**src/include/irq_shadow_pkg.sv**
```systemverilog
// irq_shadow_pkg: register map, field layout, reset values and carrier types
// assumes a 32-bit apb slave on pclk, one flag/enable bank of 32 sources
package irq_shadow_pkg;

    // register byte offsets
    localparam logic [7:0] ctrl_off    = 8'h00;
    localparam logic [7:0] shadow_off  = 8'h04;
    localparam logic [7:0] status_off  = 8'h08;
    localparam logic [7:0] reload_off  = 8'h0c;
    localparam logic [7:0] flag_off    = 8'h10;
    localparam logic [7:0] enable_off  = 8'h14;
    localparam logic [7:0] evstat_off  = 8'h18;
    localparam logic [7:0] evmask_off  = 8'h1c;

    // control register fields
    localparam int multi_vector_mode_bit_pos  = 12;
    localparam int tpc_lsb   = 8;
    // shadow select fields
    localparam int lvl3_lsb  = 12;
    localparam int lvl2_lsb  = 8;
    localparam int lvl1_lsb  = 4;
    localparam int sso_pos   = 0;
    localparam logic [31:0] shadow_wmask = 32'hffff_fff1;
    // status fields
    localparam int ripl_lsb  = 8;

    // reset values
    localparam logic [31:0] reg_reset = 32'h0000_0000;

    // event bits of the sticky status register
    localparam int ev_request = 0;
    localparam int ev_timer   = 1;
    localparam int ev_width   = 2;

    // request presented to the core
    typedef struct packed {
        logic       valid;
        logic [7:0] irq;
        logic [2:0] prio;
        logic [2:0] shadow;
        logic       use_shadow;
    } core_req_t;

    // acknowledge from the core
    typedef struct packed {
        logic       ack;
        logic [7:0] irq;
    } core_ack_t;

endpackage

```
**src/hw/prox_timer.sv**
```systemverilog
// prox_timer: interrupt proximity countdown timer
// assumes reload and trigger come from the pclk domain of the controller
module prox_timer (
    // clock and reset
    input  wire logic        pclk,
    input  wire logic        presetn,
    // control
    input  wire logic        trigger,
    input  wire logic [31:0] reload,
    // state
    output logic             busy,
    output logic             expired
);
    logic [31:0] count_q;

    // load on trigger, count down to zero; retrigger while busy is ignored
    always_ff @(posedge pclk or negedge presetn) begin
        if (!presetn) begin
            count_q <= 32'h0000_0000;
            expired <= 1'b0;
        end else begin
            expired <= 1'b0;
            if (trigger && count_q == 32'h0000_0000) begin
                count_q <= reload;
            end else if (count_q != 32'h0000_0000) begin
                count_q <= count_q - 32'h0000_0001;
                expired <= (count_q == 32'h0000_0001);
            end
        end
    end

    assign busy = (count_q != 32'h0000_0000);

endmodule // prox_timer

```
**src/hw/irq_shadow_ctrl.sv**
```systemverilog
// irq_shadow_ctrl: shadow set selection, status, proximity timer and flag banks
// assumes an apb master on pclk and a core that acknowledges presented requests
module irq_shadow_ctrl (
    // clock and reset
    input  wire logic                        pclk,
    input  wire logic                        presetn,
    // apb slave
    input  wire logic                        psel,
    input  wire logic                        penable,
    input  wire logic                        pwrite,
    input  wire logic [7:0]                  paddr,
    input  wire logic [31:0]                 pwdata,
    output logic [31:0]                      prdata,
    output logic                             pready,
    output logic                             pslverr,
    // sources and per-source priority
    input  wire logic [31:0]                 src_event,
    input  wire logic [31:0][2:0]            src_prio,
    // core side
    output irq_shadow_pkg::core_req_t        core_req,
    input  wire irq_shadow_pkg::core_ack_t   core_ack,
    // interrupt to system
    output logic                             irq_out
);
    logic [31:0] ctrl_q, shadow_q, reload_q, flag_q, enable_q;
    logic [2:0]  ripl_q;
    logic [7:0]  last_serviced_request_field_q;
    logic [irq_shadow_pkg::ev_width-1:0] evstat_q, evmask_q, ev_set;
    logic [31:0] pending, rdata_d;
    logic        wr_en, rd_en, addr_ok;
    logic        tmr_busy, tmr_exp, tmr_trig;
    logic [4:0]  win_idx;
    logic [2:0]  win_prio;
    logic        win_valid;
    logic        multi_vector_mode_bit, defer;
    logic        win_pending;
    logic [2:0]  proximity_timer_control_field;
    irq_shadow_pkg::core_req_t req_d;

    // access decode: writes take effect in the access phase, reads are sampled in the setup phase
    assign wr_en = psel && penable && pwrite;
    assign rd_en = psel && !pwrite;

    // set mapping decode; reserved codes fall to set 0
    function automatic logic [2:0] set_of(input logic [3:0] code);
        set_of = code[3] ? 3'h0 : code[2:0];
    endfunction

    function automatic logic known_addr(input logic [7:0] a);
        known_addr = (a == irq_shadow_pkg::ctrl_off)   || (a == irq_shadow_pkg::shadow_off) ||
                     (a == irq_shadow_pkg::status_off) || (a == irq_shadow_pkg::reload_off) ||
                     (a == irq_shadow_pkg::flag_off)   || (a == irq_shadow_pkg::enable_off) ||
                     (a == irq_shadow_pkg::evstat_off) || (a == irq_shadow_pkg::evmask_off);
    endfunction

    assign addr_ok = known_addr(paddr);
    assign multi_vector_mode_bit    = ctrl_q[irq_shadow_pkg::multi_vector_mode_bit_pos];
    assign proximity_timer_control_field     = ctrl_q[irq_shadow_pkg::tpc_lsb +: 3];

    // control register: only mode bit and timer control are kept
    always_ff @(posedge pclk or negedge presetn) begin
        if (!presetn) begin
            ctrl_q <= irq_shadow_pkg::reg_reset;
        end else if (wr_en && paddr == irq_shadow_pkg::ctrl_off) begin
            ctrl_q <= pwdata & 32'h0000_1700;
        end
    end

    // shadow select, reserved bits masked off on write
    always_ff @(posedge pclk or negedge presetn) begin
        if (!presetn) begin
            shadow_q <= irq_shadow_pkg::reg_reset;
        end else if (wr_en && paddr == irq_shadow_pkg::shadow_off) begin
            shadow_q <= pwdata & irq_shadow_pkg::shadow_wmask;
        end
    end

    // proximity reload and enable bank
    always_ff @(posedge pclk or negedge presetn) begin
        if (!presetn) begin
            reload_q <= irq_shadow_pkg::reg_reset;
            enable_q <= irq_shadow_pkg::reg_reset;
        end else if (wr_en) begin
            if (paddr == irq_shadow_pkg::reload_off) reload_q <= pwdata;
            if (paddr == irq_shadow_pkg::enable_off) enable_q <= pwdata;
        end
    end

    // flags: hardware set wins over a software write of zero
    always_ff @(posedge pclk or negedge presetn) begin
        if (!presetn) begin
            flag_q <= irq_shadow_pkg::reg_reset;
        end else if (wr_en && paddr == irq_shadow_pkg::flag_off) begin
            flag_q <= pwdata | src_event;
        end else begin
            flag_q <= flag_q | src_event;
        end
    end

    // pending sources, then pick highest priority, lowest index on tie
    assign pending = flag_q & enable_q;
    assign win_pending = pending[win_idx];
    always_comb begin
        win_valid = 1'b0;
        win_idx   = 5'h00;
        win_prio  = 3'h0;
        for (int i = 31; i >= 0; i--) begin
            if (pending[i] && src_prio[i] != 3'h0 && (!win_valid || src_prio[i] >= win_prio)) begin
                win_valid = 1'b1;
                win_idx   = 5'(i);
                win_prio  = src_prio[i];
            end
        end
    end

    // a low-priority winner waits while the proximity timer runs; a request already
    // presented stays up, so the one that started the timer is not pulled from the core
    assign defer    = tmr_busy && (proximity_timer_control_field != 3'h0) && (win_prio <= proximity_timer_control_field) && !core_req.valid;
    assign tmr_trig = win_valid && (proximity_timer_control_field != 3'h0) && (win_prio <= proximity_timer_control_field) && !core_req.valid;

    prox_timer u_timer (
        .pclk    (pclk),
        .presetn (presetn),
        .trigger (tmr_trig),
        .reload  (reload_q),
        .busy    (tmr_busy),
        .expired (tmr_exp)
    );

    // request to the core with shadow set selection
    always_comb begin
        req_d            = '0;
        req_d.valid      = win_valid && !defer;
        req_d.irq        = {3'h0, win_idx};
        req_d.prio       = win_prio;
        if (multi_vector_mode_bit) begin
            req_d.use_shadow = 1'b1;
            unique case (win_prio)
                3'h3:    req_d.shadow = set_of(shadow_q[irq_shadow_pkg::lvl3_lsb +: 4]);
                3'h2:    req_d.shadow = set_of(shadow_q[irq_shadow_pkg::lvl2_lsb +: 4]);
                3'h1:    req_d.shadow = set_of(shadow_q[irq_shadow_pkg::lvl1_lsb +: 4]);
                default: req_d.shadow = 3'h0;
            endcase
        end else begin
            req_d.use_shadow = shadow_q[irq_shadow_pkg::sso_pos];
            req_d.shadow     = 3'h0;
        end
    end

    always_ff @(posedge pclk or negedge presetn) begin
        if (!presetn) begin
            core_req <= '0;
        end else begin
            core_req <= req_d;
        end
    end

    // status: presented priority and last serviced request, read-only
    always_ff @(posedge pclk or negedge presetn) begin
        if (!presetn) begin
            ripl_q <= 3'h0;
            last_serviced_request_field_q <= 8'h00;
        end else begin
            if (req_d.valid) ripl_q <= req_d.prio;
            if (core_ack.ack) last_serviced_request_field_q <= core_ack.irq;
        end
    end

    // sticky events, write one to clear, set wins
    assign ev_set[irq_shadow_pkg::ev_request] = req_d.valid && !core_req.valid;
    assign ev_set[irq_shadow_pkg::ev_timer]   = tmr_exp;
    always_ff @(posedge pclk or negedge presetn) begin
        if (!presetn) begin
            evstat_q <= '0;
            evmask_q <= '0;
        end else begin
            if (wr_en && paddr == irq_shadow_pkg::evstat_off)
                evstat_q <= (evstat_q & ~pwdata[irq_shadow_pkg::ev_width-1:0]) | ev_set;
            else
                evstat_q <= evstat_q | ev_set;
            if (wr_en && paddr == irq_shadow_pkg::evmask_off)
                evmask_q <= pwdata[irq_shadow_pkg::ev_width-1:0];
        end
    end

    always_ff @(posedge pclk or negedge presetn) begin
        if (!presetn) irq_out <= 1'b0;
        else          irq_out <= |(evstat_q & evmask_q);
    end

    // read mux; status upper bits zero
    always_comb begin
        rdata_d = 32'h0000_0000;
        unique case (paddr)
            irq_shadow_pkg::ctrl_off:   rdata_d = ctrl_q;
            irq_shadow_pkg::shadow_off: rdata_d = shadow_q;
            irq_shadow_pkg::status_off: rdata_d = {21'h0, ripl_q, last_serviced_request_field_q};
            irq_shadow_pkg::reload_off: rdata_d = reload_q;
            irq_shadow_pkg::flag_off:   rdata_d = flag_q;
            irq_shadow_pkg::enable_off: rdata_d = enable_q;
            irq_shadow_pkg::evstat_off: rdata_d = {30'h0, evstat_q};
            irq_shadow_pkg::evmask_off: rdata_d = {30'h0, evmask_q};
            default:                    rdata_d = 32'h0000_0000;
        endcase
    end

    // no wait state: answer registered in setup, ready in the first access cycle
    always_ff @(posedge pclk or negedge presetn) begin
        if (!presetn) begin
            prdata  <= 32'h0000_0000;
            pready  <= 1'b0;
            pslverr <= 1'b0;
        end else begin
            pready  <= psel && !penable;
            pslverr <= psel && !penable && !addr_ok;
            if (rd_en && !penable) prdata <= rdata_d;
        end
    end

    // shadow set is zero when multi-vector mode is off
    shadow_off_a: assert property (@(posedge pclk) disable iff (!presetn)
        !$past(multi_vector_mode_bit) |-> core_req.shadow == 3'h0)
        else $error("shadow set nonzero in single vector mode");
    sso_follow_a: assert property (@(posedge pclk) disable iff (!presetn)
        !$past(multi_vector_mode_bit) |-> core_req.use_shadow == $past(shadow_q[0]))
        else $error("single vector shadow flag wrong");
    level3_map_a: assert property (@(posedge pclk) disable iff (!presetn)
        $past(multi_vector_mode_bit) && core_req.valid && core_req.prio == 3'h3
        |-> core_req.shadow == set_of($past(shadow_q[15:12])))
        else $error("level 3 shadow set wrong");
    level2_map_a: assert property (@(posedge pclk) disable iff (!presetn)
        $past(multi_vector_mode_bit) && core_req.valid && core_req.prio == 3'h2
        |-> core_req.shadow == set_of($past(shadow_q[11:8])))
        else $error("level 2 shadow set wrong");
    level1_map_a: assert property (@(posedge pclk) disable iff (!presetn)
        $past(multi_vector_mode_bit) && core_req.valid && core_req.prio == 3'h1
        |-> core_req.shadow == set_of($past(shadow_q[7:4])))
        else $error("level 1 shadow set wrong");
    reserved_zero_a: assert property (@(posedge pclk) disable iff (!presetn)
        shadow_q[3:1] == 3'h0)
        else $error("shadow reserved bits set");
    req_gated_a: assert property (@(posedge pclk) disable iff (!presetn)
        core_req.valid |-> $past(win_pending))
        else $error("request without flag and enable");
    flag_sticky_a: assert property (@(posedge pclk) disable iff (!presetn)
        src_event[0] |=> flag_q[0])
        else $error("flag lost after event");
    ripl_track_a: assert property (@(posedge pclk) disable iff (!presetn)
        core_req.valid |-> ripl_q == core_req.prio)
        else $error("presented priority not recorded");
    last_serviced_request_field_track_a: assert property (@(posedge pclk) disable iff (!presetn)
        core_ack.ack |=> last_serviced_request_field_q == $past(core_ack.irq))
        else $error("serviced request not recorded");
    defer_hold_a: assert property (@(posedge pclk) disable iff (!presetn)
        defer |=> !core_req.valid)
        else $error("deferred interrupt presented");

    multi_vector_mode_bit_req_c:  cover property (@(posedge pclk) disable iff (!presetn) core_req.valid && multi_vector_mode_bit);
    single_c:    cover property (@(posedge pclk) disable iff (!presetn) core_req.valid && !multi_vector_mode_bit);
    timer_exp_c: cover property (@(posedge pclk) disable iff (!presetn) tmr_exp);
    irq_c:       cover property (@(posedge pclk) disable iff (!presetn) irq_out);

endmodule // irq_shadow_ctrl

```
**config.mk**
```make
export PLATFORM = sky130hd
export DESIGN_NAME = irq_shadow_ctrl
export DESIGN_NICKNAME = d
export VERILOG_FILES = /design/src/include/irq_shadow_pkg.sv /design/src/hw/prox_timer.sv /design/src/hw/irq_shadow_ctrl.sv
export SDC_FILE = /design/constraint.sdc
export NUM_CORES = 1
export LEC_CHECK = 0
export BUFFER_PORTS_ARGS = -buffer_cell sky130_fd_sc_hd__buf_4
export CAP_MARGIN = 5
export CORE_ASPECT_RATIO = 1.25
export CORE_MARGIN = 2
export CORE_UTILIZATION = 50
export CTS_BUF_LIST = sky130_fd_sc_hd__clkbuf_4
export DETAILED_ROUTE_END_ITERATION = 12
export HOLD_SLACK_MARGIN = 0.08
export PLACE_DENSITY = 0.71
export SYNTH_ARGS = -nofsm -noshare
export SYNTH_HDL_FRONTEND = slang
export SYNTH_SLANG_ARGS = --single-unit
```
**constraint.sdc**
```tcl
create_clock -name pclk -period 58.3 [get_ports pclk]
set_clock_uncertainty 0.05 [all_clocks]
set_input_delay 5.83 -clock pclk [delete_from_list [all_inputs] [get_ports pclk]]
set_output_delay 5.83 -clock pclk [all_outputs]
set_load 0.005 [all_outputs]
```
======== Yosys cells after proc, flatten, opt, wreduce, memory -nomap -nowiden ========
Index checks and enable logic that the tools add are counted.
Widths: inputs -> output; s select.
storage, ports and cells
  register bits after elaboration ......... 225
  bits of input ports ..................... 182
  output and inout port bits .............. 51
operators by class
  add/sub/neg operators ................... 1
  reductions and logical operators ........ 197
  bitwise gates (word level) .............. 8
  mux-type cells .......................... 108
  equality and inequality tests ........... 11
  order comparisons ....................... 32
operators by type and width
  cell                   count
  $pmux 32 s8            1
  $mux 5                 32
  $mux 3                 35
  $reduce_bool 3->1      33
  $mux 32                3
  $ge 3x3->1             31
  $logic_and 1x1->1      83
  $or 32x32->32          2
  $logic_or 1x1->1       38
  $logic_not 1->1        36
  $mux 1                 34
  $and 32x32->32         1
  $eq 32x1->1 const B    1
  $eq 8x5->1 const B     4
  $logic_not 32->1       1
  $reduce_bool 32->1     1
  $sub 32x1->32 const B  1
  $eq 8x4->1 const B     2
  $pmux 3 s3             1
  $eq 8x3->1 const B     1
  $logic_not 8->1        1
  $eq 3x2->1 const B     2
  $and 2x2->2            2
  $mux 4                 1
  8 further kinds        10

======== Depth between registers and ports, before layout ========
  depth in word-level cells ............... 135
  depth in mapped cells ................... 238
  depth with buffers taken out ............ 234

======== Hierarchy ========
Synthesis repeated with hierarchy kept, for this count alone.
second synthesis, totals
  cell total of the unflattened synthesis .. 1660
  area total of the unflattened synthesis .. 15571.2 sq um
modules (own cells, without submodules)
  module           area an instance (sq um)  cells each  times used
  irq_shadow_ctrl  13699.4                   1456        1
  prox_timer       1871.8                    204         1

======== Worst setup path after synthesis ========
OpenSTA, ideal clock, no wires.
  path type ............................... input to register
  start point ............................. input src_prio[93] in the netlist's numbering
  end point ............................... register u_timer.count_q[15]
  stages .................................. 221
  setup time .............................. 0.082 ns
  path slack .............................. 10.206 ns
  arrival time ............................ 47.962 ns
  path through ............................ and3_1 ha_1 nor2b_1 o211ai_1 and2_1 mux2_2 ha_1 nor2_1 a21oi_1 o31ai_2 mux2_2 ha_1 nand2b_1 a21o_1 a221oi_2 nand2b_1 buf_4 nand2_1 [185 not listed] o21ai_0 ha_1 nand2b_1 a21oi_1 nor2b_1 o31ai_1 nor2_1 a21oi_1 ha_1 a21o_1 a21oi_1 a31oi_1 nor3_1 nor2b_1 clkbuf_1 clkbuf_1 a21oi_1 a31oi_1
RTL lines
  item                  line                   RTL
  from (decl)           irq_shadow_ctrl.sv:18  input wire logic [31:0][2:0] src_prio,
  to (signal assigned)  prox_timer.sv:24       count_q <= reload;
  to (signal assigned)  prox_timer.sv:26       count_q <= count_q - 32'h0000_0001;
  to (decl)             prox_timer.sv:14       logic [31:0] count_q;

==> summary.txt <==
Final layout
  • Most frequent cells in the layout: buf_4, dfrtp_1, nand2_1
  • Multi-input logic area: 0.00942 mm^2
  • Layout cells sized above 1: 24.8%
  • Non-Filler Instances: 2392
  • FF+latch area: 0.00563 mm^2
  • P&R area growth vs syn: 18.1%
  • Fill cell total of the finished layout: 2799
  • # nets final: 2205
  • Most common cell after layout, fill and taps aside: buf_4
  • Final Instance Area: ~0.018 mm^2

Routing
  • DRT Wirelength: 50000 um
  • DRC Markers: 0
  • WL/cell: 20.9 um
  • Initial DRT Pass Iterations: 5
  • Via/cell ratio: roughly 6.2
  • Post-route ant nets: 0
  • DR iter-0 viols: ~1100
  • Vias: between 10000 and 15000

Clocking
  • Latest clock arrival within the worst-skew pair: around 680 ps
  • Post-cts hold buffer count: 0
  • CTS sink cnt: 225
  • TritonCTS Buffers: 56
  • Postcts setup bufs: 0
  • Clk buf depth: 3
  • CTS tree: yes
  • Clk slew on worst S/H paths: about 70 ps
  • H-tree Lvls: 2
  • Clk root buf: clkbuf_4

Worst hold path
  • Min-Delay Path Class: flop to flop

Place
  • Global placement routability congestion: 0.933
  • Post-DP Area: 0.0177 mm^2
  • Port Buffer Count: 229
  • Placed instance count: 2297
  • Post-detail-place hpwl: between 30000 and 40000 um

Floorplanning
  • Die Footprint: approximately 0.032 mm^2
  • Core Area: 0.0307 mm^2
  • Top-Level Pins: approximately 230
  • Initial core utilization: 50.5%
  • Row cnt: 72
  • Die Span Y: 201 um
  • Die Width: 162 um

Power and ir drop
  • Power density over the cells: 20.1 mW/mm^2
  • Peak supply drop: 0.0000119 V
  • Total power: 0.000368 W
  • Lkg Pwr: between 8 and 9 nW

Timing
  • Final worst path period share: 91.7%
  • Worst-margin pin slew: 1220 ps
  • Final setup fails: 0
  • Slew Limit Fails: 0
  • Hold_ws: 415 ps
  • RSZ-0062 raised after global routing: no
  • Setup TNS Final: 0 ps
  • Final Hold Vio Count: 0
  • Slew headroom: 17.6%
  • Fmax: 18.7 MHz
  • Crit path time final: 53450 ps

Logic synthesis
  • Cell Area, Synth: 0.0155 mm^2
  • FFs w/ async S/R, synth: 100%
  • Avg Synthesized Cell Area: 9.12 um^2
  • Mapped Cells: between 1500 and 2000
  • Ys Warns: 0
  • Sequential-to-total area share from yosys stat: 36.3%
  • Synth Register Bits: roughly 230
  • Primary FF master, synth: dfrtp_1
  • Synth unique cells: 89
  • EDFF count, synth: 0

Critical path
  • Buf/Inv on CP: 7
  • CP Max Fanout: 34
  • Worst setup EP type: flop
  • Worst stage delay on the critical path: 600 ps
  • CP startpoint kind: input pin
  • Critical path class: input pin to flop
  • Delay-heaviest family, CP: compound AO/OA/AOI/OAI gates
  • Critical Path AT: between 50000 and 60000 ps
  • CP required: roughly 60000 ps
  • Top cell by count, worst path: ha_1
  • Critical path's slowest cell: a2111oi_1

Run
  • Max Cap Viol: 0

GRT
  • Vias in the first global route: 14900
  • Initial antenna violation count: 3
  • First-pass GRT wire length: approximately 79000 um
  • Largest net degree at the start of global routing: 85
  • Global-route usage over all layers: 30.3%
  • Remaining global-route overflow: 0

Run status
  • Outcome: finished clean
## per-layer routing
layer | GRT usage [%] | share of wire (%)
met2 | 52.8 | 49
met1 | 36.8 | 40
met5 | 0 | 0
met4 | 14.4 | 4.7
met3 | 4.32 | 6.3
## synth_stat cells (all sizes together), types with 7 or more instances
cell,n,area [um^2]
or3,15,93.8
o31ai,22,208
and3,15,93.8
o31a,9,78.8
a221oi,32,293
xor2,8,70.1
o311a,26,260
nand3,62,310
o21a,14,105
o311ai,25,219
a211oi,14,118
nand2,190,716
mux2i,7,70.1
nor3,45,235
a311oi,8,76.3
o21bai,8,60.1
buf,18,101
or2,16,100
o21ai,103,527
o211ai,13,103
inv,68,255
a21boi,7,52.6
mux2,116,1310
a22o,27,236
nand3b,37,278
nor2,97,367
a31oi,36,225
a22oi,11,82.6
ha,74,926
dfrtp,225,5630
nor2b,24,150
nor4,13,96.3
clkbuf,40,150
a21oi,79,399
a21o,22,165
o22ai,7,43.8
and2,20,125
nand2b,49,309
xnor2,14,123
## what timing repair did
item / in CTS / in global routing
endpoints found under the hold margin: 0 / 0
gates resized for setup: 0 / 2
setup endpoints to repair: 0 / 29
## per-stage QoR
stage | setup slack [ps] | util, %
final | 4850 | 59.6
after global routing | 204 | 59.6
after CTS | 4690 | 59.6
after detailed placement | 4060 | 57.5
after global placement | 5280 | 57.5
after floorplan | 10210 | -
## cells by family (layout without fill, tap and decap cells)
family          Yosys count  after routing  share of synthesized area [%]
simple gates            606            606                           19.7
fa+ha+maj                76             76                           6.10
mux                     123            123                           8.87
other cells               1              6                         0.0242
flops                   225            225                           36.3
buf+inv                 126            405                           3.27
compound gates          522            522                           24.5
xor+xnor                 22             22                           1.24
## flip-flops by register name, summed over array words and instances (netlist names)
register	cells
evstat_q	2
prdata	32
reload_q	32
irq_out	1
u_timer.count_q	32
pready	1
last_serviced_request_field_q	8
evmask_q	2
flag_q	32
ripl_q	3
u_timer.expired	1
pslverr	1
core_req	13
ctrl_q	4
enable_q	32
shadow_q	29
## worst paths after layout
kind / start / endpoint / slack (ps) / depth (start not counted)
hold reg to reg: u_timer.expired / evstat_q[1] / 420 / 1
max in group asynchronous: presetn / u_timer.count_q[17] / 51700 / 2
hold / removal: u_timer.expired / evstat_q[1] / 420 / 1
min in group asynchronous: presetn / pslverr / 5050 / 1
setup / recovery: src_prio[93] / u_timer.count_q[1] / 4850 / 220
setup reg to reg: flag_q[31] / u_timer.count_q[1] / 9580 / 219
## layout make-up
cell class	instances	area share, %
clock inverters	12	0.266
repair buffers	246	10.1
flip-flops and latches	225	30.7
clock buffers	79	3.24
diodes	3	0.0410
inverters	68	1.39
multi-input cells	1352	51.4
well taps	407	2.78
## power breakdown
group	switching (W)	leakage (nW)	internal, W
clock	0.0000618	0.381	0.0000615
combinational	0.0000451	5.25	0.0000360
sequential	0.00000303	2.83	0.000160
total	0.000110	8.46	0.000258
Power figures use the tool's default switching activity.
